### config.mk
export PLATFORM = sky130hd
export DESIGN_NAME = fcsl_host
export DESIGN_NICKNAME = d
export VERILOG_FILES = /design/src/hw/fcsl_pkg.sv /design/src/hw/fcsl_timer.sv /design/src/hw/fcsl_host.sv
export VERILOG_INCLUDE_DIRS = /design/src /design/src/hw
export SDC_FILE = /design/constraint.sdc
export NUM_CORES = 1
export LEC_CHECK = 0
export BUFFER_PORTS_ARGS = -buffer_cell sky130_fd_sc_hd__buf_2
export CAP_MARGIN = 10
export CELL_PAD_IN_SITES_DETAIL_PLACEMENT = 0
export CELL_PAD_IN_SITES_GLOBAL_PLACEMENT = 1
export CORE_UTILIZATION = 41
export CTS_BUF_LIST = sky130_fd_sc_hd__clkbuf_8
export DETAILED_ROUTE_END_ITERATION = 16
export PLACE_DENSITY = 0.82
export SYNTH_ARGS = -nofsm -noshare
export SYNTH_HDL_FRONTEND = slang
export SYNTH_SLANG_ARGS = --single-unit
export TNS_END_PERCENT = 100
### constraint.sdc
create_clock -name clk_i -period 2.6 [get_ports clk_i]
set_clock_uncertainty 0.2 [all_clocks]
set_input_delay 0.26 -clock clk_i [delete_from_list [all_inputs] [get_ports clk_i]]
set_output_delay 0.26 -clock clk_i [all_outputs]
set_load 0.05 [all_outputs]
### src/hw/fcsl_params.svh
// Functional notes
// - Host toggles chip or output enable for every successive status read.
// - Host holds chip and output enable low, write enable and reset high for reads.
// - Status read is two cycles: write 70h, then read.
// - Host polls busy status by toggling output or chip enable.
// - Host gives an address inside the target block when confirming an erase.
// - Reset/power-down pin held low throughout any host reset.
`ifndef FCSL_PARAMS_SVH
`define FCSL_PARAMS_SVH

// wishbone register offsets (byte addresses)
`define FCSL_REG_CTRL      8'h00
`define FCSL_REG_ADDR      8'h04
`define FCSL_REG_WDATA     8'h08
`define FCSL_REG_RDATA     8'h0C
`define FCSL_REG_STATUS    8'h10

// control register fields
`define FCSL_CTRL_OP_LSB   0
`define FCSL_CTRL_GO_BIT   4
`define FCSL_CTRL_RPN_BIT  8

// host status register fields
`define FCSL_ST_BUSY_BIT   8
`define FCSL_ST_DONE_BIT   9

// flash command codes
`define FCSL_CMD_READ_ARRAY 8'hFF
`define FCSL_CMD_IDENTIFY   8'h90
`define FCSL_CMD_READ_STAT  8'h70
`define FCSL_CMD_CLR_STAT   8'h50
`define FCSL_CMD_PROGRAM    8'h40
`define FCSL_CMD_ERASE      8'h20
`define FCSL_CMD_CONFIRM    8'hD0
`define FCSL_CMD_SUSPEND    8'hB0
`define FCSL_CMD_RESUME     8'hD0

// status bit positions
`define FCSL_SR_READY      7
`define FCSL_SR_ERASE_SUSP 6
`define FCSL_SR_ERASE_ERR  5
`define FCSL_SR_PROG_ERR   4
`define FCSL_SR_SUPPLY     3
`define FCSL_SR_PROG_SUSP  2
`define FCSL_SR_LOCKED     1

// bus timing: setup/strobe and recovery times, ns
`define FCSL_T_STROBE_NS   100
`define FCSL_T_RECOVER_NS  30
`define FCSL_CLK_NS        10

// identify addresses
`define FCSL_ID_MAKER_ADDR  20'h0_0000
`define FCSL_ID_DEVICE_ADDR 20'h0_0001

`endif

### src/hw/fcsl_pkg.sv
package fcsl_pkg;
    typedef enum logic [2:0] {
        FCSL_OP_WRITE = 3'h0,
        FCSL_OP_READ  = 3'h1,
        FCSL_OP_CMDRD = 3'h2,
        FCSL_OP_POLL  = 3'h3,
        FCSL_OP_CMD2W = 3'h4
    } fcsl_op_t;

    typedef enum logic [2:0] {
        FCSL_IDLE  = 3'b000,
        FCSL_SETUP = 3'b001,
        FCSL_PULSE = 3'b010,
        FCSL_HOLD  = 3'b011,
        FCSL_NEXT  = 3'b100
    } fcsl_state_t;

    typedef struct packed {
        logic        ce_n;
        logic        oe_n;
        logic        we_n;
        logic        rp_n;
        logic [19:0] addr;
    } fcsl_pins_t;
endpackage

### src/hw/fcsl_timer.sv
`timescale 1ns/1ps
`default_nettype none
// down-counter that flags when the loaded count has elapsed
module fcsl_timer #(
    parameter int W = 8
) (
    input  wire logic         clk_i,
    input  wire logic         rst_i,
    input  wire logic         load_i,
    input  wire logic [W-1:0] count_i,
    output logic              done_o
);
    logic [W-1:0] cnt_r;

    always_ff @(posedge clk_i)
    begin
        if (rst_i)
            cnt_r <= '0;
        else if (load_i)
            cnt_r <= count_i;
        else if (cnt_r != '0)
            cnt_r <= cnt_r - W'(1);
    end

    always_ff @(posedge clk_i)
    begin
        if (rst_i)
            done_o <= 1'b1;
        else if (load_i)
            done_o <= 1'b0;
        else
            done_o <= (cnt_r <= W'(1));
    end
endmodule // fcsl_timer
`default_nettype wire

### src/hw/fcsl_host.sv
`timescale 1ns/1ps
`default_nettype none
`include "fcsl_params.svh"
module fcsl_host (
    input  wire logic        clk_i,
    input  wire logic        rst_i,
    // wishbone slave
    input  wire logic        wb_cyc_i,
    input  wire logic        wb_stb_i,
    input  wire logic        wb_we_i,
    input  wire logic [7:0]  wb_adr_i,
    input  wire logic [3:0]  wb_sel_i,
    input  wire logic [31:0] wb_dat_i,
    output logic [31:0]      wb_dat_o,
    output logic             wb_ack_o,
    // flash pins
    output logic             ce_n_o,
    output logic             oe_n_o,
    output logic             we_n_o,
    output logic             reset_powerdown_n_o,
    output logic [19:0]      addr_o,
    input  wire logic [15:0] dq_i,
    output logic [15:0]      dq_o,
    output logic             dq_oe_o
);
    localparam int TW = 8;
    localparam int STROBE_CYC =
        (`FCSL_T_STROBE_NS + `FCSL_CLK_NS - 1) / `FCSL_CLK_NS;
    localparam int RECOV_CYC =
        (`FCSL_T_RECOVER_NS + `FCSL_CLK_NS - 1) / `FCSL_CLK_NS;

    fcsl_pkg::fcsl_state_t state_r;
    fcsl_pkg::fcsl_op_t    op_r;
    fcsl_pkg::fcsl_pins_t  pins_r;
    logic [19:0] addr_r;
    logic [15:0] wdata_r;
    logic [15:0] rdata_r;
    logic [7:0]  status_r;
    logic        rpn_r;
    logic        phase_r;
    logic        done_r;
    logic        go;
    logic        t_load;
    logic [TW-1:0] t_cnt;
    logic        t_done;
    logic        busy;

    function automatic logic hit(input logic [7:0] a, input logic [7:0] off);
        hit = (a == off);
    endfunction

    assign busy = (state_r != fcsl_pkg::FCSL_IDLE);
    assign go = wb_cyc_i && wb_stb_i && wb_we_i && !wb_ack_o && wb_sel_i[0]
                && hit(wb_adr_i, `FCSL_REG_CTRL) && wb_dat_i[`FCSL_CTRL_GO_BIT]
                && !busy && rpn_r;

    // ----------------------------------------------------------------
    // wishbone slave: one-cycle ack, unmapped reads return zero
    // ----------------------------------------------------------------
    always_ff @(posedge clk_i)
    begin
        if (rst_i)
            wb_ack_o <= 1'b0;
        else
            wb_ack_o <= wb_cyc_i && wb_stb_i && !wb_ack_o;
    end

    always_ff @(posedge clk_i)
    begin
        if (rst_i)
        begin
            addr_r  <= '0;
            wdata_r <= '0;
            rpn_r   <= 1'b0;
            op_r    <= fcsl_pkg::FCSL_OP_WRITE;
        end
        else if (wb_cyc_i && wb_stb_i && wb_we_i && !wb_ack_o)
        begin
            if (hit(wb_adr_i, `FCSL_REG_ADDR) && !busy)
                addr_r <= wb_dat_i[19:0];
            if (hit(wb_adr_i, `FCSL_REG_WDATA) && !busy)
                wdata_r <= wb_dat_i[15:0];
            if (hit(wb_adr_i, `FCSL_REG_CTRL) && wb_sel_i[1] && !busy)
                rpn_r <= wb_dat_i[`FCSL_CTRL_RPN_BIT];
            if (go)
                op_r <= fcsl_pkg::fcsl_op_t'(wb_dat_i[`FCSL_CTRL_OP_LSB +: 3]);
        end
    end

    always_ff @(posedge clk_i)
    begin
        if (rst_i)
            wb_dat_o <= '0;
        else if (wb_cyc_i && wb_stb_i && !wb_we_i && !wb_ack_o)
        begin
            case (wb_adr_i)
                `FCSL_REG_CTRL:   wb_dat_o <= {23'h0, rpn_r, 8'h00};
                `FCSL_REG_ADDR:   wb_dat_o <= {12'h000, addr_r};
                `FCSL_REG_WDATA:  wb_dat_o <= {16'h0000, wdata_r};
                `FCSL_REG_RDATA:  wb_dat_o <= {16'h0000, rdata_r};
                `FCSL_REG_STATUS: wb_dat_o <= {22'h0, done_r, busy, status_r};
                default:          wb_dat_o <= 32'h0000_0000;
            endcase
        end
    end

    // ----------------------------------------------------------------
    // flash bus cycle sequencer
    // ----------------------------------------------------------------
    fcsl_timer #(.W(TW)) u_timer (
        .clk_i   (clk_i),
        .rst_i   (rst_i),
        .load_i  (t_load),
        .count_i (t_cnt),
        .done_o  (t_done)
    );

    always_comb
    begin
        t_load = 1'b0;
        t_cnt  = TW'(STROBE_CYC);
        case (state_r)
            fcsl_pkg::FCSL_IDLE:  t_load = go;
            fcsl_pkg::FCSL_SETUP: t_load = 1'b1;
            fcsl_pkg::FCSL_PULSE:
            begin
                t_load = t_done;
                t_cnt  = TW'(RECOV_CYC);
            end
            default: t_load = 1'b0;
        endcase
    end

    // two-cycle ops: first a command write, second a read or write
    always_ff @(posedge clk_i)
    begin
        if (rst_i)
        begin
            state_r <= fcsl_pkg::FCSL_IDLE;
            phase_r <= 1'b0;
            done_r  <= 1'b0;
        end
        else
        begin
            case (state_r)
                fcsl_pkg::FCSL_IDLE:
                    if (go)
                    begin
                        state_r <= fcsl_pkg::FCSL_SETUP;
                        phase_r <= 1'b0;
                        done_r  <= 1'b0;
                    end
                fcsl_pkg::FCSL_SETUP: state_r <= fcsl_pkg::FCSL_PULSE;
                fcsl_pkg::FCSL_PULSE:
                    if (t_done)
                        state_r <= fcsl_pkg::FCSL_HOLD;
                fcsl_pkg::FCSL_HOLD:
                    if (t_done)
                        state_r <= fcsl_pkg::FCSL_NEXT;
                fcsl_pkg::FCSL_NEXT:
                    if (!phase_r && (op_r != fcsl_pkg::FCSL_OP_WRITE)
                        && (op_r != fcsl_pkg::FCSL_OP_READ))
                    begin
                        phase_r <= 1'b1;
                        state_r <= fcsl_pkg::FCSL_SETUP;
                    end
                    else if (op_r == fcsl_pkg::FCSL_OP_POLL
                             && !status_r[`FCSL_SR_READY])
                        state_r <= fcsl_pkg::FCSL_SETUP;
                    else
                    begin
                        state_r <= fcsl_pkg::FCSL_IDLE;
                        done_r  <= 1'b1;
                    end
                default: state_r <= fcsl_pkg::FCSL_IDLE;
            endcase
        end
    end

    // read in this pass, or write
    logic rd_pass;
    always_comb
    begin
        case (op_r)
            fcsl_pkg::FCSL_OP_READ:  rd_pass = 1'b1;
            fcsl_pkg::FCSL_OP_CMDRD: rd_pass = phase_r;
            fcsl_pkg::FCSL_OP_POLL:  rd_pass = phase_r;
            default:                 rd_pass = 1'b0;
        endcase
    end

    // pins: strobes drop in PULSE, rise before HOLD so each read toggles
    always_ff @(posedge clk_i)
    begin
        if (rst_i)
        begin
            pins_r  <= '{ce_n: 1'b1, oe_n: 1'b1, we_n: 1'b1, rp_n: 1'b0,
                         addr: 20'h0_0000};
            dq_o    <= '0;
            dq_oe_o <= 1'b0;
        end
        else
        begin
            pins_r.rp_n <= rpn_r;
            pins_r.addr <= addr_r;
            if (state_r == fcsl_pkg::FCSL_SETUP)
            begin
                dq_oe_o <= !rd_pass;
                dq_o    <= (phase_r || op_r == fcsl_pkg::FCSL_OP_WRITE)
                           ? wdata_r : {8'h00, wdata_r[7:0]};
            end
            else if (state_r == fcsl_pkg::FCSL_IDLE)
                dq_oe_o <= 1'b0;
            if (state_r == fcsl_pkg::FCSL_SETUP || (state_r == fcsl_pkg::FCSL_PULSE
                && !t_done))
            begin
                pins_r.ce_n <= 1'b0;
                pins_r.oe_n <= !rd_pass;
                pins_r.we_n <= rd_pass;
            end
            else
            begin
                pins_r.ce_n <= 1'b1;
                pins_r.oe_n <= 1'b1;
                pins_r.we_n <= 1'b1;
            end
        end
    end

    assign ce_n_o              = pins_r.ce_n;
    assign oe_n_o              = pins_r.oe_n;
    assign we_n_o              = pins_r.we_n;
    assign reset_powerdown_n_o = pins_r.rp_n;
    assign addr_o              = pins_r.addr;

    // sample data at the end of the strobe
    always_ff @(posedge clk_i)
    begin
        if (rst_i)
        begin
            rdata_r  <= '0;
            status_r <= '0;
        end
        else if (state_r == fcsl_pkg::FCSL_PULSE && t_done && rd_pass)
        begin
            rdata_r <= dq_i;
            if (op_r == fcsl_pkg::FCSL_OP_POLL)
                status_r <= {dq_i[7:1], 1'b0};
        end
    end
endmodule // fcsl_host
`default_nettype wire

After elaboration in Yosys (flattened, before gate mapping)
Cells that the tools add are included.

word-level totals
  word-level logic and storage cells = 113
  output and inout bits = 74
  register bits after elaboration = 151
  input bits = 65

cells by class
  reduce and logical (&&, ||, !) cells = 49
  add/subtract/negate cells = 1
  multiplexer cells = 23
  magnitude comparators = 1
  bitwise operators = 1
  equality and inequality tests = 18

operators with widths
  operator                                             number
  case mux 20 bit (5 select lines)                     1
  logical AND 1 bit                                    21
  equality test 8 x 4 -> 1 bit, second input constant  2
  two-way mux 16 bit                                   1
  two-way mux 8 bit                                    2
  case mux 3 bit (5 select lines)                      1
  equality test 3 x 2 -> 1 bit, second input constant  4
  two-way mux 3 bit                                    4
  AND reduction 2 bit                                  5
  two-way mux 1 bit                                    9
  equality test 8 x 3 -> 1 bit, second input constant  1
  equality test 8 x 5 -> 1 bit, second input constant  1
  <= comparator 8 x 1 -> 1 bit, second input constant  1
  logical NOT 8 bit                                    1
  inequality test 2 bit, second input constant         4
  nonzero test 8 bit                                   1
  subtractor 8 x 1 -> 8 bit, second input constant     1
  logical NOT 1 bit                                    7
  equality test 3 x 1 -> 1 bit, second input constant  2
  logical NOT 3 bit                                    2
  case mux 1 bit (2 select lines)                      3
  AND reduction 3 bit                                  2
  nonzero test 2 bit                                   3
  nonzero test 3 bit                                   2
  9 further kinds                                      12

Logic depth before layout (Yosys ltp)
Gate-level depths: netlist (run 1).

  depth in word-level cells = 10
  mapped depth = 7
  depth with buffers taken out = 6

Modules after synthesis
A second synthesis (run 1) with hierarchy kept.

second synthesis, totals
  cell total of the unflattened synthesis = 605
  area total of the unflattened synthesis = 5843.1 µm²

by module, submodules not included
  module      area each (µm²)  cells each  times used
  fcsl_host   5337.6           544         1
  fcsl_timer  505.5            61          1

Worst setup path before layout (run 1)
No wires, ideal clock.

  path type = input -> register
  start point = in wb_adr_i[3]
  end point = reg addr_r[0]
  buffers on the path = 3
  data arrival time = 1859 ps
  setup slack = 414 ps
  stages on the path = 7
  data required time = 2272 ps
  path through = buf_6 -> or4b_4 -> or4_1 -> clkbuf_1 -> buf_6 -> mux2i_1 -> nor2_1

between the ends
  longest elaborated chain between the ends = 3

RTL lines
  what                           RTL line         text
  from (decl)                    fcsl_host.sv:11  input wire logic [7:0] wb_adr_i,
  equality test 8 x 3 -> 1 bit   fcsl_host.sv:49  hit = (a == off);
  logical AND 1 bit              fcsl_host.sv:79  if (hit(wb_adr_i, `FCSL_REG_ADDR) && !busy)
  AND reduction 2 bit (no line)  -
  to (signal assigned)           fcsl_host.sv:80  addr_r <= wb_dat_i[19:0];
  to (decl)                      fcsl_host.sv:35  logic [19:0] addr_r;

Every way passes these cells.
A chain may end at the register's enable or synchronous reset.

Worst setup path in the final report (run 1)
  start point = in wb_cyc_i
  end point = reg wb_dat_o[15]

between the ends
  longest elaborated chain between the ends = 3

RTL lines
  what                             RTL line         text
  from (decl)                      fcsl_host.sv:8   input wire logic wb_cyc_i,
  logical AND 1 bit (3 in series)  fcsl_host.sv:94  else if (wb_cyc_i && wb_stb_i && !wb_we_i && !wb_ack_o)
  to (signal assigned)             fcsl_host.sv:97  `FCSL_REG_CTRL: wb_dat_o <= {23'h0, rpn_r, 8'h00};
  to (signal assigned)             fcsl_host.sv:98  `FCSL_REG_ADDR: wb_dat_o <= {12'h000, addr_r};
  to (signal assigned)             fcsl_host.sv:99  `FCSL_REG_WDATA: wb_dat_o <= {16'h0000, wdata_r};
  to (decl)                        fcsl_host.sv:14  output logic [31:0] wb_dat_o,

Every way passes these cells.

==> impl_metrics.ini, run 1 <==
[sta]
period_minus_slack_ns = 2.18
finalCritPeriodShare = 0.838
slew_headroom = 0.480
timing.fmax_mhz = 459
worst_slew_pin_slew_ns = 0.777
setup_viol = 0
rsz0062_at_grt = no
final.setup.tns_ns = 0
maxSlewViolCount = 0
finalHoldViolCount = 0
setup_ws_ns = 0.420

[clock_network]
clk_pin_slew_ns = 0.07
clock_sinks = 139
clock_path_buffers = 2
cts_buffers = 17
ctsRootBufferMaster = clkbuf_8
clk_latency_ns = 0.45
h-tree-depth = 4
cts_tree = yes
post_cts_resized = 0

[synthesis]
yosysUniqueCellTypes = 55
synth-edff-count = 0
syn-cell-area_um2 = 5610
syn_avg_cell_area_um2 = 9.52
synth_area_leaders = dfxtp_1, mux2i_1, nor2_1
synth_fa_ha_area_frac = 0.00446
synthXorXnorAreaFrac = 0.00312
yosys-mux-area-fraction = 0.116
synth_top_area_share = 0.496
netlist_instances = 590
synth-simple-area-share = 0.194
synth_compound_area_frac = 0.136
yosysSeqAreaShare = 0.496
synth_top_area_cell = dfxtp_1
yosys_warnings = 0
synth_ff_type = dfxtp_1
async_flop_share = 0
synth_top_family_by_area = simple AND/OR/NAND/NOR gates
ys_seq_elements = 139

[placement]
preCtsSetupSlack_ns = 0.155
io_buffers = 112
routabilityCongestion = 0.789
hpwl_mm = 10.5

[worst_setup_path]
slowest_stage = nor2_1
r2r_slack_ns = 0.44
crit_type = input port to flip-flop
end_kind = flip-flop
crit_start = wb_cyc_i
rr_startpoint = state_r[0]$_SDFFE_PP0P_
cp_slowest_stage_delay_ns = 0.59
critical_path_required_ns = 2.76
r2r_end = addr_r[2]$_SDFFE_PP0P_
path_cells = dlygate4sd3_1, buf_2, nor4bb_1, buf_4, nor2_1, buf_4, a22oi_1, o31ai_1
worst-path-max-fanout = 9
rr_worst_depth = 5
cp-start-kind = input port
arrival_ns = 2.34
crit_top_cell = buf_4

[floorplan]
core_area_um2 = 13300
num_rows = 42
dieHeight_um = 119
num_io_pins = 139
dieArea_um2 = 14200
start_util = 0.422
fp.dieW_um = 119

[layout]
area_delta_synth_final_pct = 27.3
postLayoutCoreUtil = 0.537
nets = 813
diodes = 0
layout-drive-gt1-share = 0.250

[routing]
finalWirelength_mm = 15.0
drc = 0
wl_per_cell_um = 16.0
drt_iter0_markers = 416
avgViaCountPerCell = 5.23
vias = 4881
dr.pass1.iters = 5
ant_nets = 0

[hold_path]
whs_path_depth = 3
worstHoldPathType = input port to flip-flop
min_from = wb_we_i
hold_end = wb_dat_o[0]$_SDFFE_PP0P_

[global_route]
grt_pass1_wl_mm = 24.1
grt_overflow = 0
grt_max_degree = 48
grt_pass1_vias = 4781
antenna_found_initial = 0
grt_usage = 0.219

[run_status]
status = finished clean

[pwr]
p_leak_nw = 3.02
power.density_nw_per_um2 = 647
ir_drop_mv = 0.335

[job]
drv_cap = 0
## cell usage in the layout (no fill, tap or decap), types with 4 or more instances in the layout
master / n
and3_1: 5
or3_1: 4
dfxtp_1: 139
clkbuf_8: 21
nor4_1: 4
o21ai_0: 39
nand2b_1: 4
nor2_1: 65
nor3_1: 7
nand3_1: 21
buf_2: 111
o31ai_1: 5
nand2_1: 32
nor3b_1: 5
conb_1: 12
nor2b_1: 29
inv_1: 8
buf_4: 25
mux2_2: 15
a22o_1: 6
a21oi_1: 35
mux2i_1: 48
a22oi_1: 14
dlygate4sd3_1: 39
a222oi_1: 8
or4_1: 6
## through the flow
stage	hold slack [ns]	area (um^2)	instances	total power, W
after floorplan	0.204	5660	601	0.00275
after global placement	0.237	6370	864	0.00288
after detailed placement	0.238	6370	864	0.00291
after CTS	0.00464	7150	933	0.00465
after global routing	0.0389	7150	933	0.00483
final	0.0282	7150	933	0.00462
## worst max path at each step
stage	depth (start not counted)	slack, ns	end
final	8	0.42	wb_dat_o[15]$_SDFFE_PP0P_
after global routing	5	0.29	wdata_r[7]$_SDFFE_PP0P_
after CTS	5	0.45	addr_r[2]$_SDFFE_PP0P_
after detailed placement	6	0.15	addr_r[2]$_SDFFE_PP0P_
after global placement	6	0.19	addr_r[5]$_SDFFE_PP0P_
after floorplan	7	0.41	addr_r[0]$_SDFFE_PP0P_
## synthesized netlist by cell type (all sizes together) (14+ instances only)
library cell,number
mux2i,48
mux2,15
o21ai,42
nand3,21
a22oi,14
nor2,65
nand2,32
dfxtp,139
buf,19
clkbuf,30
nor2b,29
a21oi,35
## worst max-delay path, delay by kind of cell
family	cells	cell delay, ns
buf+inv	4	1.16
simple gates	2	0.73
compound gates	2	0.17
## power breakdown
group,internal [W],total [W],switching (W)
Clock,0.000931,0.00171,0.000784
Sequential,0.00219,0.00227,0.0000786
Combinational,0.000285,0.000636,0.000351
Total,0.00341,0.00462,0.00121
## routing by layer
metal / GRT usage / up-vias / routed length, um
met2: 0.357 / 127 / 7310
li1: - / 2385 / -
met3: 0.0522 / 15 / 665
met5: 0 / - / 0
met1: 0.279 / 2354 / 6800
met4: 0.0791 / 0 / 201
## layout make-up
cell class	count	area [um^2]
well taps	176	220
fillers	1235	6150
repair buffers	175	1130
clock inverters	9	97.6
inverters	6	22.5
multi-input cells	407	2600
clock buffers	21	289
flip-flops and latches	139	2780
## state kept, by name (all words and copies together) (netlist names), 3 cells and up
name           count
status_r           7
state_r            3
rdata_r           16
addr_o            20
wb_dat_o          20
wdata_r           16
dq_o              16
op_r               3
u_timer.cnt_r      8
addr_r            20
## cell families after synthesis
family	after synthesis
compound gates	123
buf+inv	55
xor+xnor	2
mux	63
simple gates	205
fa+ha+maj	2
flops	139
other cells	1
## repair_timing
| action | CTS | global route |
|---|---|---|
| setup buffers | 0 | 0 |
| endpoints found under the hold margin | 64 | 0 |
| hold buffers | 39 | 0 |
(Power assumes the default switching activity.)
==> inputs of run 2 (changes only) <==
==> constraint.sdc (replaced) <==
create_clock -name clk_i -period 2.2 [get_ports clk_i]
set_clock_uncertainty 0.2 [all_clocks]
set_input_delay 0.22 -clock clk_i [delete_from_list [all_inputs] [get_ports clk_i]]
set_output_delay 0.22 -clock clk_i [all_outputs]
set_load 0.05 [all_outputs]
==> impl_metrics.ini, run 2 (synthesized netlist as in run 1, its figures left out) <==
[run_status]
status = finished clean

[clock_network]
cts_tree = yes
clk_latency_ns = 0.45
clk_pin_slew_ns = 0.08
hold_buffers = 41
h-tree-depth = 4
post_cts_resized = 0
cts_buffers = 17
clock_path_buffers = 2
cts_setup_buffers = 0
clock_sinks = 139
ctsRootBufferMaster = clkbuf_8

[worst_setup_path]
worst-path-max-fanout = 12
path_delay_family = simple AND/OR/NAND/NOR gates
path_cells = or3_1, or4_1, buf_4, mux2i_1, nor2_1
slowest_stage = or4_1
crit_buf_inv = 1
r2r_slack_ns = 0.13
arrival_ns = 2.19
cp-start-kind = flip-flop
critical_path_required_ns = 2.32
cp_slowest_stage_delay_ns = 0.44
end_kind = flip-flop
crit_type = flip-flop to flip-flop

[pwr]
p_sw_frac = 0.267
p_sw_w = 0.00154
p_comb_frac = 0.133
ir_drop_mv = 0.403
p_leak_nw = 3.13
p_int_w = 0.00424
power.density_nw_per_um2 = 782
pwr-share-clk = 0.403
pwr-share-seq = 0.464

[sta]
hold_ws_ns = 0.0660
maxSlewViolCount = 0
timing.fmax_mhz = 483
slew_headroom = 0.618
setup_viol = 0
final.setup.tns_ns = 0
period_minus_slack_ns = 2.07
finalHoldViolCount = 0
rsz0062_at_grt = no
worst_slew_pin_slew_ns = 0.568
finalCritPeriodShare = 0.941

[layout]
area_delta_synth_final_pct = 31.7
postLayoutCoreUtil = 0.556
layout-drive-gt1-share = 0.270
fill_cells = 1219
layout_commonest_cell = dfxtp_1
final_cell_mix = dfxtp_1, buf_2, nor2_1
nets = 832
instances_no_fill = 954
diodes = 0

[routing]
drt_iter0_markers = 260
route.met2.wl_mm = 7.52
wl_per_cell_um = 16.0
drc = 0
drt-met1-wl_mm = 6.65
top_layer = met4
vias = 4955
ant_nets = 0
dr.pass1.iters = 5
finalWirelength_mm = 15.3
wl_met3_um = 769
avgViaCountPerCell = 5.19

[placement]
routabilityCongestion = 0.803
io_buffers = 112
placedCellCount = 881
hpwl_mm = 10.6

[global_route]
grt_overflow = 0
grt_max_degree = 57
antenna_found_initial = 0
grt_usage = 0.222
grt_pass1_wl_mm = 24.2
grt_pass1_vias = 4826

[job]
drv_cap = 0

[floorplan]
num_rows = 42
dieHeight_um = 119
start_util = 0.422
num_io_pins = 139
fp.dieW_um = 119
core_area_um2 = 13300
dieArea_um2 = 14200

[hold_path]
worstHoldPathType = input port to flip-flop
==> run 2: worst paths after layout <==
path,startpoint,endpoint,cells after the start
worst min-delay path,wb_adr_i[6],wb_dat_o[8]$_SDFFE_PP0P_,4
worst min register to register,wb_dat_o[6]$_SDFFE_PP0P_,wb_dat_o[6]$_SDFFE_PP0P_,2
worst max register to register,state_r[0]$_SDFFE_PP0P_,addr_r[14]$_SDFFE_PP0P_,5
worst max-delay path,state_r[0]$_SDFFE_PP0P_,addr_r[14]$_SDFFE_PP0P_,5
==> run 2: worst min-delay path: cells and delay by family <==
kind	cells	cell delay (ns)
compound gates	2	0.26
buf+inv	1	0.10
simple gates	1	0.09
==> run 2: cell type report <==
| cell class | count | area, um^2 | share of cell area |
|---|---|---|---|
| clock inverters | 13 | 190 | 0.0257 |
| multi-input cells | 407 | 2600 | 0.352 |
| well taps | 176 | 220 | 0.0298 |
| flip-flops and latches | 139 | 2780 | 0.376 |
| repair buffers | 194 | 1320 | 0.178 |
| inverters | 6 | 22.5 | 0.00305 |
| clock buffers | 19 | 262 | 0.0354 |
==> run 2: per-stage QoR <==
| step | cell area [um^2] | power, W | setup WS [ns] |
|---|---|---|---|
| finish | 7400 | 0.00578 | 0.129 |
| global route | 7400 | 0.00602 | 0.0252 |
| CTS | 7400 | 0.00582 | 0.133 |
| detailed placement | 6530 | 0.00344 | -0.116 |
| global placement | 6530 | 0.00341 | -0.0647 |
| floorplan | 5660 | 0.00325 | 0.0537 |
==> run 2: per-layer routing <==
layer	vias up	GRT usage
li1	2428	-
met1	2374	0.269
met2	130	0.371
met3	23	0.0489
met4	0	0.105
met5	-	0
==> run 2: power groups by stage <==
stage / Clock [W] / Combinational, W / Sequential, W
6_report: 0.00233 / 0.000767 / 0.00269
5_1_grt: 0.00248 / 0.000844 / 0.00270
4_1_cts: 0.00238 / 0.000763 / 0.00268
3_5_place_dp: 0 / 0.000705 / 0.00274
3_3_place_gp: 0 / 0.000679 / 0.00273
2_1_floorplan: 0 / 0.000544 / 0.00271
